**src/rtl/adcsq_pkg.sv**
```systemverilog
// Package of register offsets, field layout and types for the two step sequencers.
package adcsq_pkg;

    // ------------------------------------------------------------------
    // Register map
    // ------------------------------------------------------------------
    localparam int ADDR_W = 12;
    localparam logic [11:0] OFF_RUN = 12'h000;
    localparam logic [11:0] OFF_IRQ_STATUS = 12'h004;
    localparam logic [11:0] OFF_IRQ_MASK = 12'h008;
    localparam logic [11:0] OFF_TRIG_EN = 12'h00C;
    localparam logic [11:0] OFF_SEQ1_SEL = 12'h060;
    localparam logic [11:0] OFF_SEQ1_CTL = 12'h064;
    localparam logic [11:0] OFF_SEQ2_SEL = 12'h080;
    localparam logic [11:0] OFF_SEQ2_CTL = 12'h084;

    // ------------------------------------------------------------------
    // Step layout
    // ------------------------------------------------------------------
    localparam int STEPS = 4;
    localparam int FIELD_W = 4;
    localparam int CFG_W = 16;
    localparam int SEL_W_DEF = 1;
    localparam int BIT_DIFF = 0;
    localparam int BIT_LAST = 1;
    localparam int BIT_IRQ_EN = 2;
    localparam int BIT_TEMP = 3;
    localparam logic [15:0] SEL_RESET = 16'h0000;
    localparam logic [15:0] CTL_RESET = 16'h0000;
    localparam logic [1:0] STEP_FIRST = 2'h0;
    localparam logic [1:0] STEP_FINAL = 2'h3;
    localparam logic [1:0] STEP_INC = 2'h1;

    // ------------------------------------------------------------------
    // Interrupt and control bits
    // ------------------------------------------------------------------
    localparam int IRQ_W = 4;
    localparam int IRQ_SEQ1_STEP = 0;
    localparam int IRQ_SEQ2_STEP = 1;
    localparam int IRQ_SEQ1_DONE = 2;
    localparam int IRQ_SEQ2_DONE = 3;
    localparam logic [3:0] IRQ_RESET = 4'h0;
    localparam int RUN_SEQ1 = 0;
    localparam int RUN_SEQ2 = 1;
    localparam logic [1:0] TRIG_RESET = 2'h0;
    localparam logic [31:0] WORD_ZERO = 32'h0000_0000;

    typedef enum logic {ADCSQ_IDLE, ADCSQ_CONV} adcsq_state_t;

    // Picks the four-bit group of one step out of a 16-bit configuration word.
    function automatic logic [3:0] adcsq_nibble(input logic [15:0] word, input logic [1:0] step);
        adcsq_nibble = word[step * FIELD_W +: FIELD_W];
    endfunction : adcsq_nibble

endpackage : adcsq_pkg

```
**src/rtl/adcsq_step_if.sv**
```systemverilog
// Interface between the register file and one step sequencer engine.
`timescale 1ns/100ps
`default_nettype none
interface adcsq_step_if #(
    parameter int SEL_W = 1
);
    logic [15:0] sel_cfg;
    logic [15:0] ctl_cfg;
    logic start;
    logic busy;
    logic conv_req;
    logic [SEL_W-1:0] conv_sel;
    logic conv_temp;
    logic conv_diff;
    logic conv_done;
    logic step_irq;
    logic seq_done;

    modport engine (
        input sel_cfg, ctl_cfg, start, conv_done,
        output busy, conv_req, conv_sel, conv_temp, conv_diff, step_irq, seq_done
    );
    modport regs (
        output sel_cfg, ctl_cfg, start, conv_done,
        input busy, conv_req, conv_sel, conv_temp, conv_diff, step_irq, seq_done
    );
endinterface : adcsq_step_if
`default_nettype wire

```
**src/rtl/adcsq_top.sv**
```systemverilog
// Step configuration registers and APB slave for two four-step sample sequencers.
//
// Implementation choice: register access over APB.
`timescale 1ns/100ps
`default_nettype none
module adcsq_top
    import adcsq_pkg::*;
#(
    parameter int SEL_W = SEL_W_DEF
) (
    input wire logic pclk,
    input wire logic presetn,
    input wire logic pce,
    input wire logic [ADDR_W-1:0] paddr,
    input wire logic psel,
    input wire logic penable,
    input wire logic pwrite,
    input wire logic [31:0] pwdata,
    output logic [31:0] prdata,
    output logic pready,
    output logic pslverr,
    output logic irq,
    input wire logic [1:0] seq_trig,
    output logic seq1_conv_req,
    output logic [SEL_W-1:0] seq1_conv_sel,
    output logic seq1_conv_temp,
    output logic seq1_conv_diff,
    input wire logic seq1_conv_done,
    output logic seq2_conv_req,
    output logic [SEL_W-1:0] seq2_conv_sel,
    output logic seq2_conv_temp,
    output logic seq2_conv_diff,
    input wire logic seq2_conv_done
);

    // ------------------------------------------------------------------
    // Declarations
    // ------------------------------------------------------------------
    logic [15:0] seq1_input_select, next_seq1_input_select;
    logic [15:0] seq2_input_select, next_seq2_input_select;
    logic [15:0] seq1_step_control, next_seq1_step_control;
    logic [15:0] seq2_step_control, next_seq2_step_control;
    logic [1:0] trig_en, next_trig_en;
    logic [1:0] run_pulse, next_run_pulse;
    logic [31:0] next_prdata;
    logic next_pready;
    logic next_pslverr;
    logic setup;
    logic wr_en;
    logic hit;
    logic [31:0] rd_word;
    logic [IRQ_W-1:0] irq_status;
    logic [IRQ_W-1:0] irq_mask;
    logic [IRQ_W-1:0] irq_events;
    logic irq_clr_we;
    logic irq_mask_we;

    adcsq_step_if #(.SEL_W(SEL_W)) sq1 ();
    adcsq_step_if #(.SEL_W(SEL_W)) sq2 ();

    // Keeps only the legal select bits of each step group; the rest read zero.
    function automatic logic [15:0] sel_keep(input logic [15:0] word);
        logic [15:0] m;
        m = '0;
        for (int i = 0; i < STEPS; i++) begin
            for (int b = 0; b < SEL_W; b++) begin
                m[i * FIELD_W + b] = 1'b1;
            end
        end
        sel_keep = word & m;
    endfunction : sel_keep

    // Zero-extends a 16-bit configuration word onto the bus.
    function automatic logic [31:0] word16(input logic [15:0] v);
        word16 = {16'h0000, v};
    endfunction : word16

    // ------------------------------------------------------------------
    // APB decode
    // ------------------------------------------------------------------
    // Writes commit only at the edge that completes the access phase.
    assign setup = psel && !penable;
    assign wr_en = psel && penable && pready && pwrite && !pslverr;

    always_comb begin
        rd_word = WORD_ZERO;
        hit = 1'b1;
        if (paddr == OFF_SEQ1_SEL) begin
            rd_word = word16(seq1_input_select);
        end else if (paddr == OFF_SEQ1_CTL) begin
            rd_word = word16(seq1_step_control);
        end else if (paddr == OFF_SEQ2_SEL) begin
            rd_word = word16(seq2_input_select);
        end else if (paddr == OFF_SEQ2_CTL) begin
            rd_word = word16(seq2_step_control);
        end else if (paddr == OFF_RUN) begin
            rd_word = {30'h0000_0000, sq2.busy, sq1.busy};
        end else if (paddr == OFF_IRQ_STATUS) begin
            rd_word = {28'h000_0000, irq_status};
        end else if (paddr == OFF_IRQ_MASK) begin
            rd_word = {28'h000_0000, irq_mask};
        end else if (paddr == OFF_TRIG_EN) begin
            rd_word = {30'h0000_0000, trig_en};
        end else begin
            hit = 1'b0;
        end
    end

    always_comb begin
        next_pready = setup;
        next_prdata = prdata;
        next_pslverr = pslverr;
        if (setup) begin
            next_prdata = pwrite ? WORD_ZERO : rd_word;
            next_pslverr = !hit;
        end else if (!psel) begin
            next_pslverr = 1'b0;
        end
    end

    // ------------------------------------------------------------------
    // Register writes
    // ------------------------------------------------------------------
    always_comb begin
        next_seq1_input_select = seq1_input_select;
        next_seq2_input_select = seq2_input_select;
        next_seq1_step_control = seq1_step_control;
        next_seq2_step_control = seq2_step_control;
        next_trig_en = trig_en;
        next_run_pulse = 2'h0;
        if (wr_en) begin
            if (paddr == OFF_SEQ1_SEL) begin
                next_seq1_input_select = sel_keep(pwdata[15:0]);
            end else if (paddr == OFF_SEQ1_CTL) begin
                next_seq1_step_control = pwdata[15:0];
            end else if (paddr == OFF_SEQ2_SEL) begin
                next_seq2_input_select = sel_keep(pwdata[15:0]);
            end else if (paddr == OFF_SEQ2_CTL) begin
                next_seq2_step_control = pwdata[15:0];
            end else if (paddr == OFF_RUN) begin
                next_run_pulse = pwdata[1:0];
            end else if (paddr == OFF_TRIG_EN) begin
                next_trig_en = pwdata[1:0];
            end
        end
        // A trigger held high restarts the sequence as soon as it ends.
        next_run_pulse = next_run_pulse | (next_trig_en & seq_trig);
    end

    always_ff @(posedge pclk or negedge presetn) begin
        if (!presetn) begin
            seq1_input_select <= SEL_RESET;
            seq2_input_select <= SEL_RESET;
            seq1_step_control <= CTL_RESET;
            seq2_step_control <= CTL_RESET;
            trig_en <= TRIG_RESET;
            run_pulse <= TRIG_RESET;
            prdata <= WORD_ZERO;
            pready <= 1'b0;
            pslverr <= 1'b0;
        end else if (pce) begin
            seq1_input_select <= next_seq1_input_select;
            seq2_input_select <= next_seq2_input_select;
            seq1_step_control <= next_seq1_step_control;
            seq2_step_control <= next_seq2_step_control;
            trig_en <= next_trig_en;
            run_pulse <= next_run_pulse;
            prdata <= next_prdata;
            pready <= next_pready;
            pslverr <= next_pslverr;
        end
    end

    // ------------------------------------------------------------------
    // Sequencer engines
    // ------------------------------------------------------------------
    // The engines read the live configuration, so rewriting it mid-sequence
    // changes the steps that have not yet started.
    assign sq1.sel_cfg = seq1_input_select;
    assign sq1.ctl_cfg = seq1_step_control;
    assign sq1.start = run_pulse[RUN_SEQ1];
    assign sq1.conv_done = seq1_conv_done;
    assign sq2.sel_cfg = seq2_input_select;
    assign sq2.ctl_cfg = seq2_step_control;
    assign sq2.start = run_pulse[RUN_SEQ2];
    assign sq2.conv_done = seq2_conv_done;

    adcsq_engine #(.SEL_W(SEL_W)) u_seq1 (
        .pclk(pclk),
        .presetn(presetn),
        .pce(pce),
        .sq(sq1.engine)
    );

    adcsq_engine #(.SEL_W(SEL_W)) u_seq2 (
        .pclk(pclk),
        .presetn(presetn),
        .pce(pce),
        .sq(sq2.engine)
    );

    assign seq1_conv_req = sq1.conv_req;
    assign seq1_conv_sel = sq1.conv_sel;
    assign seq1_conv_temp = sq1.conv_temp;
    assign seq1_conv_diff = sq1.conv_diff;
    assign seq2_conv_req = sq2.conv_req;
    assign seq2_conv_sel = sq2.conv_sel;
    assign seq2_conv_temp = sq2.conv_temp;
    assign seq2_conv_diff = sq2.conv_diff;

    // ------------------------------------------------------------------
    // Interrupts
    // ------------------------------------------------------------------
    always_comb begin
        irq_events = IRQ_RESET;
        irq_events[IRQ_SEQ1_STEP] = sq1.step_irq;
        irq_events[IRQ_SEQ2_STEP] = sq2.step_irq;
        irq_events[IRQ_SEQ1_DONE] = sq1.seq_done;
        irq_events[IRQ_SEQ2_DONE] = sq2.seq_done;
    end

    assign irq_clr_we = wr_en && (paddr == OFF_IRQ_STATUS);
    assign irq_mask_we = wr_en && (paddr == OFF_IRQ_MASK);

    adcsq_irq u_irq (
        .pclk(pclk),
        .presetn(presetn),
        .pce(pce),
        .events(irq_events),
        .clr_we(irq_clr_we),
        .mask_we(irq_mask_we),
        .wdata(pwdata[IRQ_W-1:0]),
        .status(irq_status),
        .mask(irq_mask),
        .irq(irq)
    );

endmodule : adcsq_top
`default_nettype wire

```
**src/rtl/adcsq_engine.sv**
```systemverilog
// Step sequencer engine: walks up to four steps and hands each to the converter.
`timescale 1ns/100ps
`default_nettype none
module adcsq_engine
    import adcsq_pkg::*;
#(
    parameter int SEL_W = SEL_W_DEF
) (
    input wire logic pclk,
    input wire logic presetn,
    input wire logic pce,
    adcsq_step_if.engine sq
);

    adcsq_state_t state, next_state;
    logic [1:0] step, next_step;
    logic conv_req, next_conv_req;
    logic [SEL_W-1:0] conv_sel, next_conv_sel;
    logic conv_temp, next_conv_temp;
    logic conv_diff, next_conv_diff;
    logic step_irq, next_step_irq;
    logic seq_done, next_seq_done;
    logic [3:0] ctl_now;
    logic [3:0] ctl_nxt;
    logic [3:0] ctl_first;
    logic [1:0] step_after;

    // ------------------------------------------------------------------
    // Next state
    // ------------------------------------------------------------------
    always_comb begin
        ctl_now = adcsq_nibble(sq.ctl_cfg, step);
        step_after = step + STEP_INC;
        ctl_nxt = adcsq_nibble(sq.ctl_cfg, step_after);
        ctl_first = adcsq_nibble(sq.ctl_cfg, STEP_FIRST);
        next_state = state;
        next_step = step;
        next_conv_req = conv_req;
        next_conv_sel = conv_sel;
        next_conv_temp = conv_temp;
        next_conv_diff = conv_diff;
        next_step_irq = 1'b0;
        next_seq_done = 1'b0;
        case (state)
            ADCSQ_IDLE: begin
                if (sq.start) begin
                    // Always begins from step one.
                    next_state = ADCSQ_CONV;
                    next_step = STEP_FIRST;
                    next_conv_req = 1'b1;
                    next_conv_sel = SEL_W'(adcsq_nibble(sq.sel_cfg, STEP_FIRST));
                    next_conv_temp = ctl_first[BIT_TEMP];
                    next_conv_diff = ctl_first[BIT_DIFF];
                end
            end
            ADCSQ_CONV: begin
                if (sq.conv_done) begin
                    next_step_irq = ctl_now[BIT_IRQ_EN];
                    // Without any end flag the sequence still stops after step four.
                    if (ctl_now[BIT_LAST] || step == STEP_FINAL) begin
                        next_state = ADCSQ_IDLE;
                        next_conv_req = 1'b0;
                        next_seq_done = 1'b1;
                    end else begin
                        next_step = step_after;
                        next_conv_sel = SEL_W'(adcsq_nibble(sq.sel_cfg, step_after));
                        next_conv_temp = ctl_nxt[BIT_TEMP];
                        next_conv_diff = ctl_nxt[BIT_DIFF];
                    end
                end
            end
            default: begin
                next_state = ADCSQ_IDLE;
            end
        endcase
    end

    // ------------------------------------------------------------------
    // State registers
    // ------------------------------------------------------------------
    always_ff @(posedge pclk or negedge presetn) begin
        if (!presetn) begin
            state <= ADCSQ_IDLE;
            step <= STEP_FIRST;
            conv_req <= 1'b0;
            conv_sel <= '0;
            conv_temp <= 1'b0;
            conv_diff <= 1'b0;
            step_irq <= 1'b0;
            seq_done <= 1'b0;
        end else if (pce) begin
            state <= next_state;
            step <= next_step;
            conv_req <= next_conv_req;
            conv_sel <= next_conv_sel;
            conv_temp <= next_conv_temp;
            conv_diff <= next_conv_diff;
            step_irq <= next_step_irq;
            seq_done <= next_seq_done;
        end
    end

    assign sq.busy = (state == ADCSQ_CONV);
    assign sq.conv_req = conv_req;
    assign sq.conv_sel = conv_sel;
    assign sq.conv_temp = conv_temp;
    assign sq.conv_diff = conv_diff;
    assign sq.step_irq = step_irq;
    assign sq.seq_done = seq_done;

endmodule : adcsq_engine
`default_nettype wire

```
**src/rtl/adcsq_irq.sv**
```systemverilog
// Sticky interrupt status with write-one-to-clear, mask and one level output.
`timescale 1ns/100ps
`default_nettype none
module adcsq_irq
    import adcsq_pkg::*;
(
    input wire logic pclk,
    input wire logic presetn,
    input wire logic pce,
    input wire logic [IRQ_W-1:0] events,
    input wire logic clr_we,
    input wire logic mask_we,
    input wire logic [IRQ_W-1:0] wdata,
    output logic [IRQ_W-1:0] status,
    output logic [IRQ_W-1:0] mask,
    output logic irq
);

    logic [IRQ_W-1:0] next_status;
    logic [IRQ_W-1:0] next_mask;
    logic next_irq;

    always_comb begin
        next_status = status;
        next_mask = mask;
        if (clr_we) begin
            next_status = status & ~wdata;
        end
        // A new event beats a clear in the same cycle.
        next_status = next_status | events;
        if (mask_we) begin
            next_mask = wdata;
        end
        next_irq = |(next_status & next_mask);
    end

    always_ff @(posedge pclk or negedge presetn) begin
        if (!presetn) begin
            status <= IRQ_RESET;
            mask <= IRQ_RESET;
            irq <= 1'b0;
        end else if (pce) begin
            status <= next_status;
            mask <= next_mask;
            irq <= next_irq;
        end
    end

endmodule : adcsq_irq
`default_nettype wire

```
**config.mk**
```make
export PLATFORM = sky130hd
export DESIGN_NAME = adcsq_top
export DESIGN_NICKNAME = d
export VERILOG_FILES = /design/src/rtl/adcsq_pkg.sv /design/src/rtl/adcsq_step_if.sv /design/src/rtl/adcsq_top.sv /design/src/rtl/adcsq_engine.sv /design/src/rtl/adcsq_irq.sv
export SDC_FILE = /design/constraint.sdc
export NUM_CORES = 1
export LEC_CHECK = 0
export BUFFER_PORTS_ARGS = -buffer_cell sky130_fd_sc_hd__buf_4
export CAP_MARGIN = 20
export CORE_MARGIN = 3
export CORE_UTILIZATION = 40
export CTS_CLUSTER_SIZE = 12
export DETAILED_ROUTE_END_ITERATION = 8
export GPL_TIMING_DRIVEN = 0
export REMOVE_ABC_BUFFERS = 1
export SLEW_MARGIN = 20
export SYNTH_ARGS = -nofsm -noshare
export SYNTH_HDL_FRONTEND = slang
export SYNTH_SLANG_ARGS = --single-unit
```
**constraint.sdc**
```tcl
create_clock -name pclk -period 2.5 [get_ports pclk]
set_input_delay 0.25 -clock pclk [delete_from_list [all_inputs] [get_ports pclk]]
set_output_delay 0.25 -clock pclk [all_outputs]
set_load 0.02 [all_outputs]
```
==> results.sh, run 1 <==
export IMPL_wl_met1_um=5290
export IMPL_synth_edf_count=0
export IMPL_cts_tree="done"
export IMPL_yosys_warnings=0
export IMPL_wl_met3_um=822
export IMPL_period_share_pct=90.2
export IMPL_crit_chain="nand3b_1 > nor2_2 > nand2_1 > nor3_1 > mux2_2"
export IMPL_ir_drop_v=0.000296
export IMPL_dp_hpwl_um=8030
export IMPL_place_gp_congestion=0.876
export IMPL_wl_per_cell_um=19.0
export IMPL_vias=3434
export IMPL_initial_core_util_pct=41.2
export IMPL_crit_slowest_cell="nor3_1"
export IMPL_die_area_mm2=0.0126
export IMPL_synth_top_area_share_pct=49.5
export IMPL_yosysMostFrequentCell="dfrtp_1"
export IMPL_design_area_mm2=0.00531
export IMPL_p_per_area_mw_per_mm2=710
export IMPL_setup_viol=0
export IMPL_drc_errors=0
export IMPL_portBuffers=64
export IMPL_synth_area_top_cells="dfrtp_1, mux2_2, nand2_1"
export IMPL_worst_ep_arrival_time_ps=2470
export IMPL_slew_headroom_pct=44.3
export IMPL_yosysTopAreaCell="dfrtp_1"
export IMPL_diodes=0
export IMPL_fin_worst_skew_ps=7.79
export IMPL_top_layer="met4"
export IMPL_grt_first_pass_wirelength_um=18600
export IMPL_met2WireLength_um=5240
export IMPL_die_y_um=112
export IMPL_grt_overflow_total=0
export IMPL_area_growth_pct=17.9
export IMPL_max_freq_mhz=444
export IMPL_cts_htree_levels=3
export IMPL_path_clk_slew_ps=60
export IMPL_crit_required_ps=2720
export IMPL_cts_max_path_buffers=2
export IMPL_worst_setup_path_type="register to register"
export IMPL_dpl_cell_area_mm2=0.00501
export IMPL_drt_iter0_drc=250
export IMPL_path_max_fanout=5
export IMPL_route_antenna_remaining_nets=0
export IMPL_die_x_um=112
export IMPL_synthesis_instances=406
export IMPL_synth_commonest_cells="dfrtp_1, nand2_1, mux2_2, o21ai_0, nor2_1"
export IMPL_ys_ff_latch=89
export IMPL_clkLatencyLatePin_ps=330
export IMPL_slowest_delay_ps=600
export IMPL_ys_types=53
export IMPL_tightest_slew_ps=836
export IMPL_cp_start_kind="register"
export IMPL_nNetsFinal=519
export IMPL_finalCriticalPeriod_ps=2250
export IMPL_violations="negative hold slack"
export IMPL_postSynthAreaPerCell_um2=11.1
export IMPL_synth_area_mm2=0.00450
export IMPL_hold_ws_ps=-48.6
export IMPL_firstDrtPassIters=5
export IMPL_end_kind="register"
export IMPL_ys_seq_area_share_pct=49.5
export IMPL_async_reset_ff_share_pct=100
export IMPL_ys_flop_type="dfrtp_1"
export IMPL_antenna_found_initial=0
export IMPL_core_mm2=0.0109
export IMPL_cts_root_buf="clkbuf_16"
export IMPL_placementRows=38
export IMPL_grt_max_degree=90
export IMPL_layout_drive_gt1_share_pct=30.4
export IMPL_grt_pass1_vias=3406
export IMPL_vias_per_cell=5.66
export IMPL_cts_sinks=89
export IMPL_cts_made_buffers=9
export IMPL_hold_violations=21
export IMPL_hold_path_class="primary input to asynchronous set/reset pin"
export IMPL_cts_hold_buf=0
export IMPL_leakagePower_nw=2.50
export IMPL_status="complete, but fails checks"
export IMPL_ios=97
export IMPL_grtUsageTotal_pct=18.7
export IMPL_wirelength_um=11500
export IMPL_drv_slew=0
export IMPL_rsz0062_at_grt="false"
export IMPL_pre_cts_ws_ps=-589
export IMPL_cap_violations=0
export IMPL_setup_ws_ps=246
## worst paths after layout
kind | slack, ps | from | to | depth (start not counted)
max | 250 | pslverr | seq2_input_select[12] | 5
min in group pclk | 150 | pwdata[6] | seq2_step_control[6] | 2
min reg2reg | 480 | u_seq1.sq.conv_diff | u_seq1.sq.conv_diff | 2
min | -50 | presetn | pready | 1
max reg2reg | 250 | pslverr | seq2_input_select[12] | 5
max in group asynchronous | 1930 | presetn | u_seq2.step[0] | 1
## cells in the final DEF (no fill, tap or decap), types with 3 or more instances in the layout
master and count:
buf_4 64, a21oi_1 10, nand3b_1 3, a221oi_1 5
nand4_1 5, a21o_1 5, o221ai_1 4, o31ai_1 3
mux4_2 5, o22ai_1 11, conb_1 16, inv_1 9
nor2_1 20, clkbuf_16 9, o21ai_0 24, clkbuf_1 3
dfrtp_1 89, mux2i_1 8, and2_1 3, a22o_1 4
nor2b_1 4, a211oi_1 3, mux2_4 10, nand3_1 12
a22oi_1 14, nor3_1 7, nand2_1 44, mux2_2 40
## stage by stage
step	cells	power (mW)	util [%]	TNS, ps
3_3_place_gp	590	2.55	45.8	-17390
6_report	607	3.77	48.5	0
4_1_cts	606	3.81	48.3	0
5_1_grt	607	3.97	48.5	0
3_5_place_dp	590	2.56	45.8	-19340
2_1_floorplan	386	2.23	-	0
## sequential cells by signal, indices dropped and copies added, names as in the netlist, 2 cells and up
signal and count:
seq2_input_select 4, seq1_step_control 16, trig_en 2, u_seq2.step 2, u_irq.status 4, u_irq.mask 4, seq1_input_select 4, prdata 16
seq2_step_control 16, run_pulse 2, u_seq1.step 2
## layer usage
metal / vias to the layer above / track usage [%]
li1: 1586 / -
met1: 1697 / 27.5
met2: 140 / 28.4
met3: 11 / 3.94
met4: 0 / 4.73
met5: - / 0
## where the power goes
group          total (mW)  switching, mW  internal (mW)
combinational       0.796          0.454          0.342
sequential           1.74          0.170           1.57
clock                1.23          0.532          0.697
total                3.77           1.16           2.61
## critical path, delay by kind of cell, from the launching register on
kind	cells	cell delay, ps
flops	1	390
mux	1	410
simple gates	4	1320
## cells by family (layout without fill, tap and decap cells)
| family | Yosys count | after routing | synth area share, % |
|---|---|---|---|
| buffers and inverters | 44 | 89 | 5.25 |
| and+or+nand+nor | 115 | 116 | 13.3 |
| DFF | 89 | 89 | 49.5 |
| adders and majority gates | 2 | 2 | 0.556 |
| AOI/OAI and AO/OA | 92 | 92 | 13.7 |
| other | 1 | 16 | 0.0833 |
| muxes | 63 | 63 | 17.6 |
## cell type report
| class | count | area [um^2] |
|---|---|---|
| repair buffers | 65 | 492 |
| clock buffers | 13 | 250 |
| inverters | 9 | 33.8 |
| multi-input cells | 289 | 2110 |
| well taps | 140 | 175 |
| clock inverters | 2 | 15.0 |
| fillers | 1021 | 5630 |
| flip-flops and latches | 89 | 2230 |
## timing repair
| item | 4_1_cts | 5_1_grt |
|---|---|---|
| resized for setup | 1 | 2 |
| pin swaps | 1 | 1 |
| endpoints found under the setup margin | 32 | 27 |
| setup buffers | 1 | 0 |
| cloned | 0 | 1 |
(Power assumes the default switching activity.)
==> run 2, diff against run 1 <==
--- a/config.mk
+++ b/config.mk
@@ -8,7 +8,7 @@
 export BUFFER_PORTS_ARGS = -buffer_cell sky130_fd_sc_hd__buf_4
 export CAP_MARGIN = 20
 export CORE_MARGIN = 3
-export CORE_UTILIZATION = 40
+export CORE_UTILIZATION = 35
 export CTS_CLUSTER_SIZE = 12
 export DETAILED_ROUTE_END_ITERATION = 8
 export GPL_TIMING_DRIVEN = 0
==> results.sh, run 2 (synthesized netlist as in run 1, its figures left out) <==
export IMPL_status="finished, final reports clean"
export IMPL_setup_viol=0
export IMPL_ios=97
export IMPL_die_area_mm2=0.0143
export IMPL_vias_per_cell=5.46
export IMPL_combinationalPowerShare_pct=19.9
export IMPL_portBuffers=64
export IMPL_p_total_mw=4.09
export IMPL_design_area_mm2=0.00545
export IMPL_ir_drop_v=0.000287
export IMPL_mostFrequentLayoutCells="dfrtp_1, buf_4, nand2_1"
export IMPL_drv_slew=0
export IMPL_cts_root_buf="clkbuf_16"
export IMPL_dpl_cell_area_mm2=0.00507
export IMPL_period_share_pct=91.6
export IMPL_grtUsageTotal_pct=17.0
export IMPL_cts_made_buffers=9
export IMPL_core_mm2=0.0123
export IMPL_drt_iter0_drc=260
export IMPL_slowest_delay_ps=650
export IMPL_p_per_area_mw_per_mm2=751
export IMPL_hold_violations=0
export IMPL_antenna_found_initial=0
export IMPL_final_common_cell="dfrtp_1"
export IMPL_die_x_um=119
export IMPL_worst_setup_path_type="primary input to register"
export IMPL_cap_violations=0
export IMPL_register_area_mm2=0.00223
export IMPL_slew_headroom_pct=35.0
export IMPL_fillers=1171
export IMPL_seqPwrFrac_pct=42.9
export IMPL_diodes=0
export IMPL_pre_cts_ws_ps=-540
export IMPL_place_gp_congestion=0.834
export IMPL_wl_per_cell_um=18.8
export IMPL_route_antenna_remaining_nets=0
export IMPL_reg2reg_from="pslverr"
export IMPL_crit_chain="buf_4 > or4_1 > nor4_4 > and2_0 > mux2i_1 > o221ai_1 > o22a_1"
export IMPL_switching_share_pct=29.6
export IMPL_clockPowerShare_pct=37.2
export IMPL_path_clk_slew_ps=60
export IMPL_drc_errors=0
export IMPL_cp_start_kind="primary input"
export IMPL_multi_input_area_mm2=0.00211
export IMPL_largestRegisters="prdata: 16 flops, seq1_step_control: 16 flops, seq2_step_control: 16 flops"
export IMPL_crit_required_ps=2720
export IMPL_finalCriticalPeriod_ps=2290
export IMPL_layout_drive_gt1_share_pct=31.3
export IMPL_crit_slowest_cell="or4_1"
export IMPL_grt_first_pass_wirelength_um=19100
export IMPL_leakagePower_nw=2.56
export IMPL_nNetsFinal=520
export IMPL_hold_path_class="primary input to register"
export IMPL_area_growth_pct=21.0
export IMPL_grt_max_degree=52
export IMPL_p_sw_mw=1.21
export IMPL_fin_worst_skew_ps=11.3
export IMPL_cts_max_path_buffers=2
export IMPL_end_kind="register"
export IMPL_worst_ep_arrival_time_ps=2510
export IMPL_grt_pass1_vias=3515
export IMPL_crit_start="paddr[4]"
export IMPL_setup_ws_ps=209
export IMPL_grt_overflow_total=0
export IMPL_path_max_fanout=8
export IMPL_dp_hpwl_um=8670
export IMPL_cts_htree_levels=3
export IMPL_die_y_um=119
export IMPL_min_delay_start="pwdata[9]"
export IMPL_cts_sinks=89
export IMPL_rsz0062_at_grt="false"
export IMPL_tightest_slew_ps=973
export IMPL_max_freq_mhz=437
export IMPL_placementRows=40
export IMPL_wirelength_um=12000
export IMPL_vias=3475
export IMPL_clkLatencyLatePin_ps=340
export IMPL_initial_core_util_pct=36.6
export IMPL_intPower_mw=2.88
export IMPL_cts_tree="done"
export IMPL_firstDrtPassIters=5
run 2: changes by cell type in the layout (fill, tap and decap cells not counted), sizes merged:
cell,previous run,this run
bufinv,0,2
clkinvlp,2,0
nand3b,3,2
buf,65,66
dlygate4sd3,0,1
clkbuf,13,12
clkinv,0,2
run 2: layer usage:
metal | global-route usage [%] | wire, um
met1 | 23.6 | 5510
met2 | 26.4 | 5470
met3 | 3.66 | 697
met4 | 5.58 | 281
met5 | 0 | 0
run 2: layout make-up:
type | instances | area share (%)
clock buffers | 12 | 4.89
clock inverters | 4 | 1.36
inverters | 9 | 0.620
multi-input cells | 288 | 38.7
flip-flops and latches | 89 | 40.9
well taps | 168 | 3.86
repair buffers | 67 | 9.65
run 2: final timing paths:
| kind | end | slack, ps | cells past startpoint |
|---|---|---|---|
| min | seq2_step_control[9] | 150 | 2 |
| max in group asynchronous | u_seq1.sq.conv_diff | 1420 | 3 |
| min reg2reg | u_seq1.sq.conv_sel | 470 | 2 |
| max | u_irq.irq | 210 | 7 |
| max reg2reg | seq2_input_select[4] | 210 | 5 |
| min in group asynchronous | prdata[14] | 440 | 2 |
run 2: power groups by stage:
| stage | Clock [mW] | Combinational, mW | Sequential, mW |
|---|---|---|---|
| 2_1_floorplan | 0 | 0.427 | 1.80 |
| 3_3_place_gp | 0 | 0.798 | 1.78 |
| 3_5_place_dp | 0 | 0.817 | 1.78 |
| 4_1_cts | 1.55 | 0.820 | 1.75 |
| 5_1_grt | 1.61 | 0.901 | 1.77 |
| 6_report | 1.52 | 0.815 | 1.75 |
run 2: worst max-delay path, delay by kind of cell:
| family | cells | cell delay [ps] |
|---|---|---|
| compound gates | 2 | 310 |
| buf+inv | 1 | 130 |
| mux | 1 | 250 |
| simple gates | 3 | 1580 |
run 2: stage by stage:
step | util, % | TNS (ps) | hold WS, ps | cells
finish | 44.2 | 0 | 150 | 637
global route | 44.2 | 0 | 146 | 637
CTS | 44.1 | 0 | 145 | 637
detailed placement | 41.2 | -18120 | 267 | 619
global placement | 41.0 | -17100 | 466 | 618
floorplan | - | 0 | -45.6 | 386
run 2: what timing repair did:
action / 4_1_cts / 5_1_grt
endpoints found under the setup margin: 32 / 21
hold endpoints to repair: 38 / 0
setup buffers: 1 / 0
hold buffers: 1 / 0
pin swaps: 1 / 1
gates resized for setup: 1 / 2
==> run 3, diff against run 2 <==
--- a/config.mk
+++ b/config.mk
@@ -8,10 +8,12 @@
 export BUFFER_PORTS_ARGS = -buffer_cell sky130_fd_sc_hd__buf_4
 export CAP_MARGIN = 20
 export CORE_MARGIN = 3
-export CORE_UTILIZATION = 35
+export CORE_UTILIZATION = 55
+export CTS_BUF_LIST = sky130_fd_sc_hd__clkbuf_16
 export CTS_CLUSTER_SIZE = 12
 export DETAILED_ROUTE_END_ITERATION = 8
 export GPL_TIMING_DRIVEN = 0
+export PLACE_DENSITY = 0.8
 export REMOVE_ABC_BUFFERS = 1
 export SLEW_MARGIN = 20
 export SYNTH_ARGS = -nofsm -noshare
==> results.sh, run 3 (synthesized netlist as in run 1, its figures left out) <==
export IMPL_vias=3499
export IMPL_area_growth_pct=17.1
export IMPL_hold_violations=27
export IMPL_core_mm2=0.00785
export IMPL_worst_setup_path_type="register to register"
export IMPL_p_sw_mw=1.22
export IMPL_initial_core_util_pct=57.4
export IMPL_firstDrtPassIters=4
export IMPL_slowest_delay_ps=710
export IMPL_largestRegisters="prdata: 16 flops, seq1_step_control: 16 flops, seq2_step_control: 16 flops"
export IMPL_fin_worst_skew_ps=9.41
export IMPL_grt_pass1_vias=3398
export IMPL_hold_ws_ps=-51.8
export IMPL_p_total_mw=3.82
export IMPL_placementRows=32
export IMPL_period_share_pct=93.1
export IMPL_ios=97
export IMPL_dp_hpwl_um=7740
export IMPL_cp_start_kind="register"
export IMPL_clkLatencyLatePin_ps=340
export IMPL_tightest_slew_ps=802
export IMPL_crit_slowest_cell="dfrtp_1"
export IMPL_slew_headroom_pct=46.5
export IMPL_design_area_mm2=0.00527
export IMPL_crit_chain="mux4_2 > nor2_1 > nand4_1 > nor2b_1 > nand2_1 > o21ai_0"
export IMPL_layout_drive_gt1_share_pct=31.0
export IMPL_vias_per_cell=6.14
export IMPL_portBuffers=64
export IMPL_die_x_um=96.5
export IMPL_max_freq_mhz=430
export IMPL_combinationalPowerShare_pct=21.2
export IMPL_switching_share_pct=32.0
export IMPL_antenna_found_initial=0
export IMPL_status="complete, but fails checks"
export IMPL_setup_ws_ps=173
export IMPL_end_kind="register"
export IMPL_place_gp_congestion=0.913
export IMPL_cts_hold_buf=0
export IMPL_route_antenna_remaining_nets=0
export IMPL_crit_required_ps=2680
export IMPL_cap_violations=0
export IMPL_grt_first_pass_wirelength_um=17100
export IMPL_seqPwrFrac_pct=45.6
export IMPL_critPathTopFamily="flip-flops"
export IMPL_path_buf_inv=0
export IMPL_cts_made_buffers=9
export IMPL_intPower_mw=2.60
export IMPL_drv_slew=0
export IMPL_cts_htree_levels=3
export IMPL_leakagePower_nw=2.51
export IMPL_hold_path_class="primary input to asynchronous set/reset pin"
export IMPL_grt_max_degree=90
export IMPL_wl_per_cell_um=19.6
export IMPL_drc_errors=0
export IMPL_violations="negative hold slack"
export IMPL_utilization_pct=67.2
export IMPL_die_y_um=96.5
export IMPL_mostFrequentLayoutCells="dfrtp_1, buf_4, nand2_1"
export IMPL_grt_overflow_total=0
export IMPL_nNetsFinal=519
export IMPL_cts_sinks=89
export IMPL_wirelength_um=11200
export IMPL_fillers=626
export IMPL_pre_cts_ws_ps=-575
export IMPL_grtUsageTotal_pct=24.5
export IMPL_cts_root_buf="clkbuf_16"
export IMPL_dpl_cell_area_mm2=0.00496
export IMPL_final_common_cell="dfrtp_1"
export IMPL_rsz0062_at_grt="false"
export IMPL_worst_ep_arrival_time_ps=2510
export IMPL_path_clk_slew_ps=60
export IMPL_diodes=0
export IMPL_ir_drop_v=0.000394
export IMPL_clockPowerShare_pct=33.2
export IMPL_finalCriticalPeriod_ps=2330
export IMPL_path_max_fanout=12
export IMPL_p_per_area_mw_per_mm2=725
export IMPL_drt_iter0_drc=198
export IMPL_die_area_mm2=0.00931
export IMPL_cts_max_path_buffers=2
export IMPL_setup_viol=0
export IMPL_cts_tree="done"
run 3: cell types whose count changed in the layout (fill, tap and decap cells not counted), sizes merged:
cell         previous run  this run
clkinvlp                0         1
nand3b                  2         3
inv                     9        12
bufinv                  2         0
buf                    66        65
clkinv                  2         3
clkbuf                 12         9
dlygate4sd3             1         0
run 3: per-layer routing:
layer	global-route usage, %	vias to the layer above	wire, um	share of wire (%)
met5	0	-	0	0
met4	11.4	0	368	3.3
met3	5.03	28	813	7.3
met2	38.1	158	5120	46
met1	33.1	1734	4880	44
li1	-	1579	-	-
run 3: path summary, 6_finish.rpt:
kind                       cells past startpoint               endpoint  slack (ps)                start
max                                            6         u_seq1.step[0]         170       u_seq1.step[0]
min                                            1                 pready         -50              presetn
min in group pclk                              2  seq1_step_control[14]         150           pwdata[14]
max in group asynchronous                      1          u_irq.mask[1]        1980              presetn
min reg2reg                                    2    u_seq1.sq.conv_diff         470  u_seq1.sq.conv_diff
max reg2reg                                    6         u_seq1.step[0]         170       u_seq1.step[0]
run 3: area by class of cell:
type,count,area [um^2],area share (%)
flip-flops and latches,89,2230,42.2
multi-input cells,289,2110,40.1
repair buffers,65,492,9.33
clock buffers,9,225,4.27
well taps,102,128,2.42
clock inverters,7,53.8,1.02
inverters,9,33.8,0.641
run 3: power by group through the flow:
| stage | clock, mW | sequential [mW] | combinational (mW) |
|---|---|---|---|
| 4_1_cts | 1.29 | 1.74 | 0.805 |
| 3_5_place_dp | 0 | 1.77 | 0.796 |
| 3_3_place_gp | 0 | 1.76 | 0.776 |
| 2_1_floorplan | 0 | 1.80 | 0.427 |
| 6_report | 1.27 | 1.74 | 0.810 |
| 5_1_grt | 1.34 | 1.77 | 0.887 |
run 3: what timing repair did:
item / CTS / global route
setup endpoints to repair: 32 / 16
pin swaps: 1 / 1
resized for setup: 1 / 2
gates cloned: 0 / 1
buffers inserted: 1 / 0
run 3: metrics by stage:
stage	TNS, ps	cells
floorplan	0	386
finish	0	570
global route	0	570
CTS	0	569
detailed placement	-17520	552
global placement	-15410	552
run 3: worst reg2reg max path: stages, from the launching register on:
cell and delay, ps:
dfrtp_1 710, mux4_2 650, nor2_1 120, nand4_1 210, nor2b_1 270, nand2_1 100, o21ai_0 110
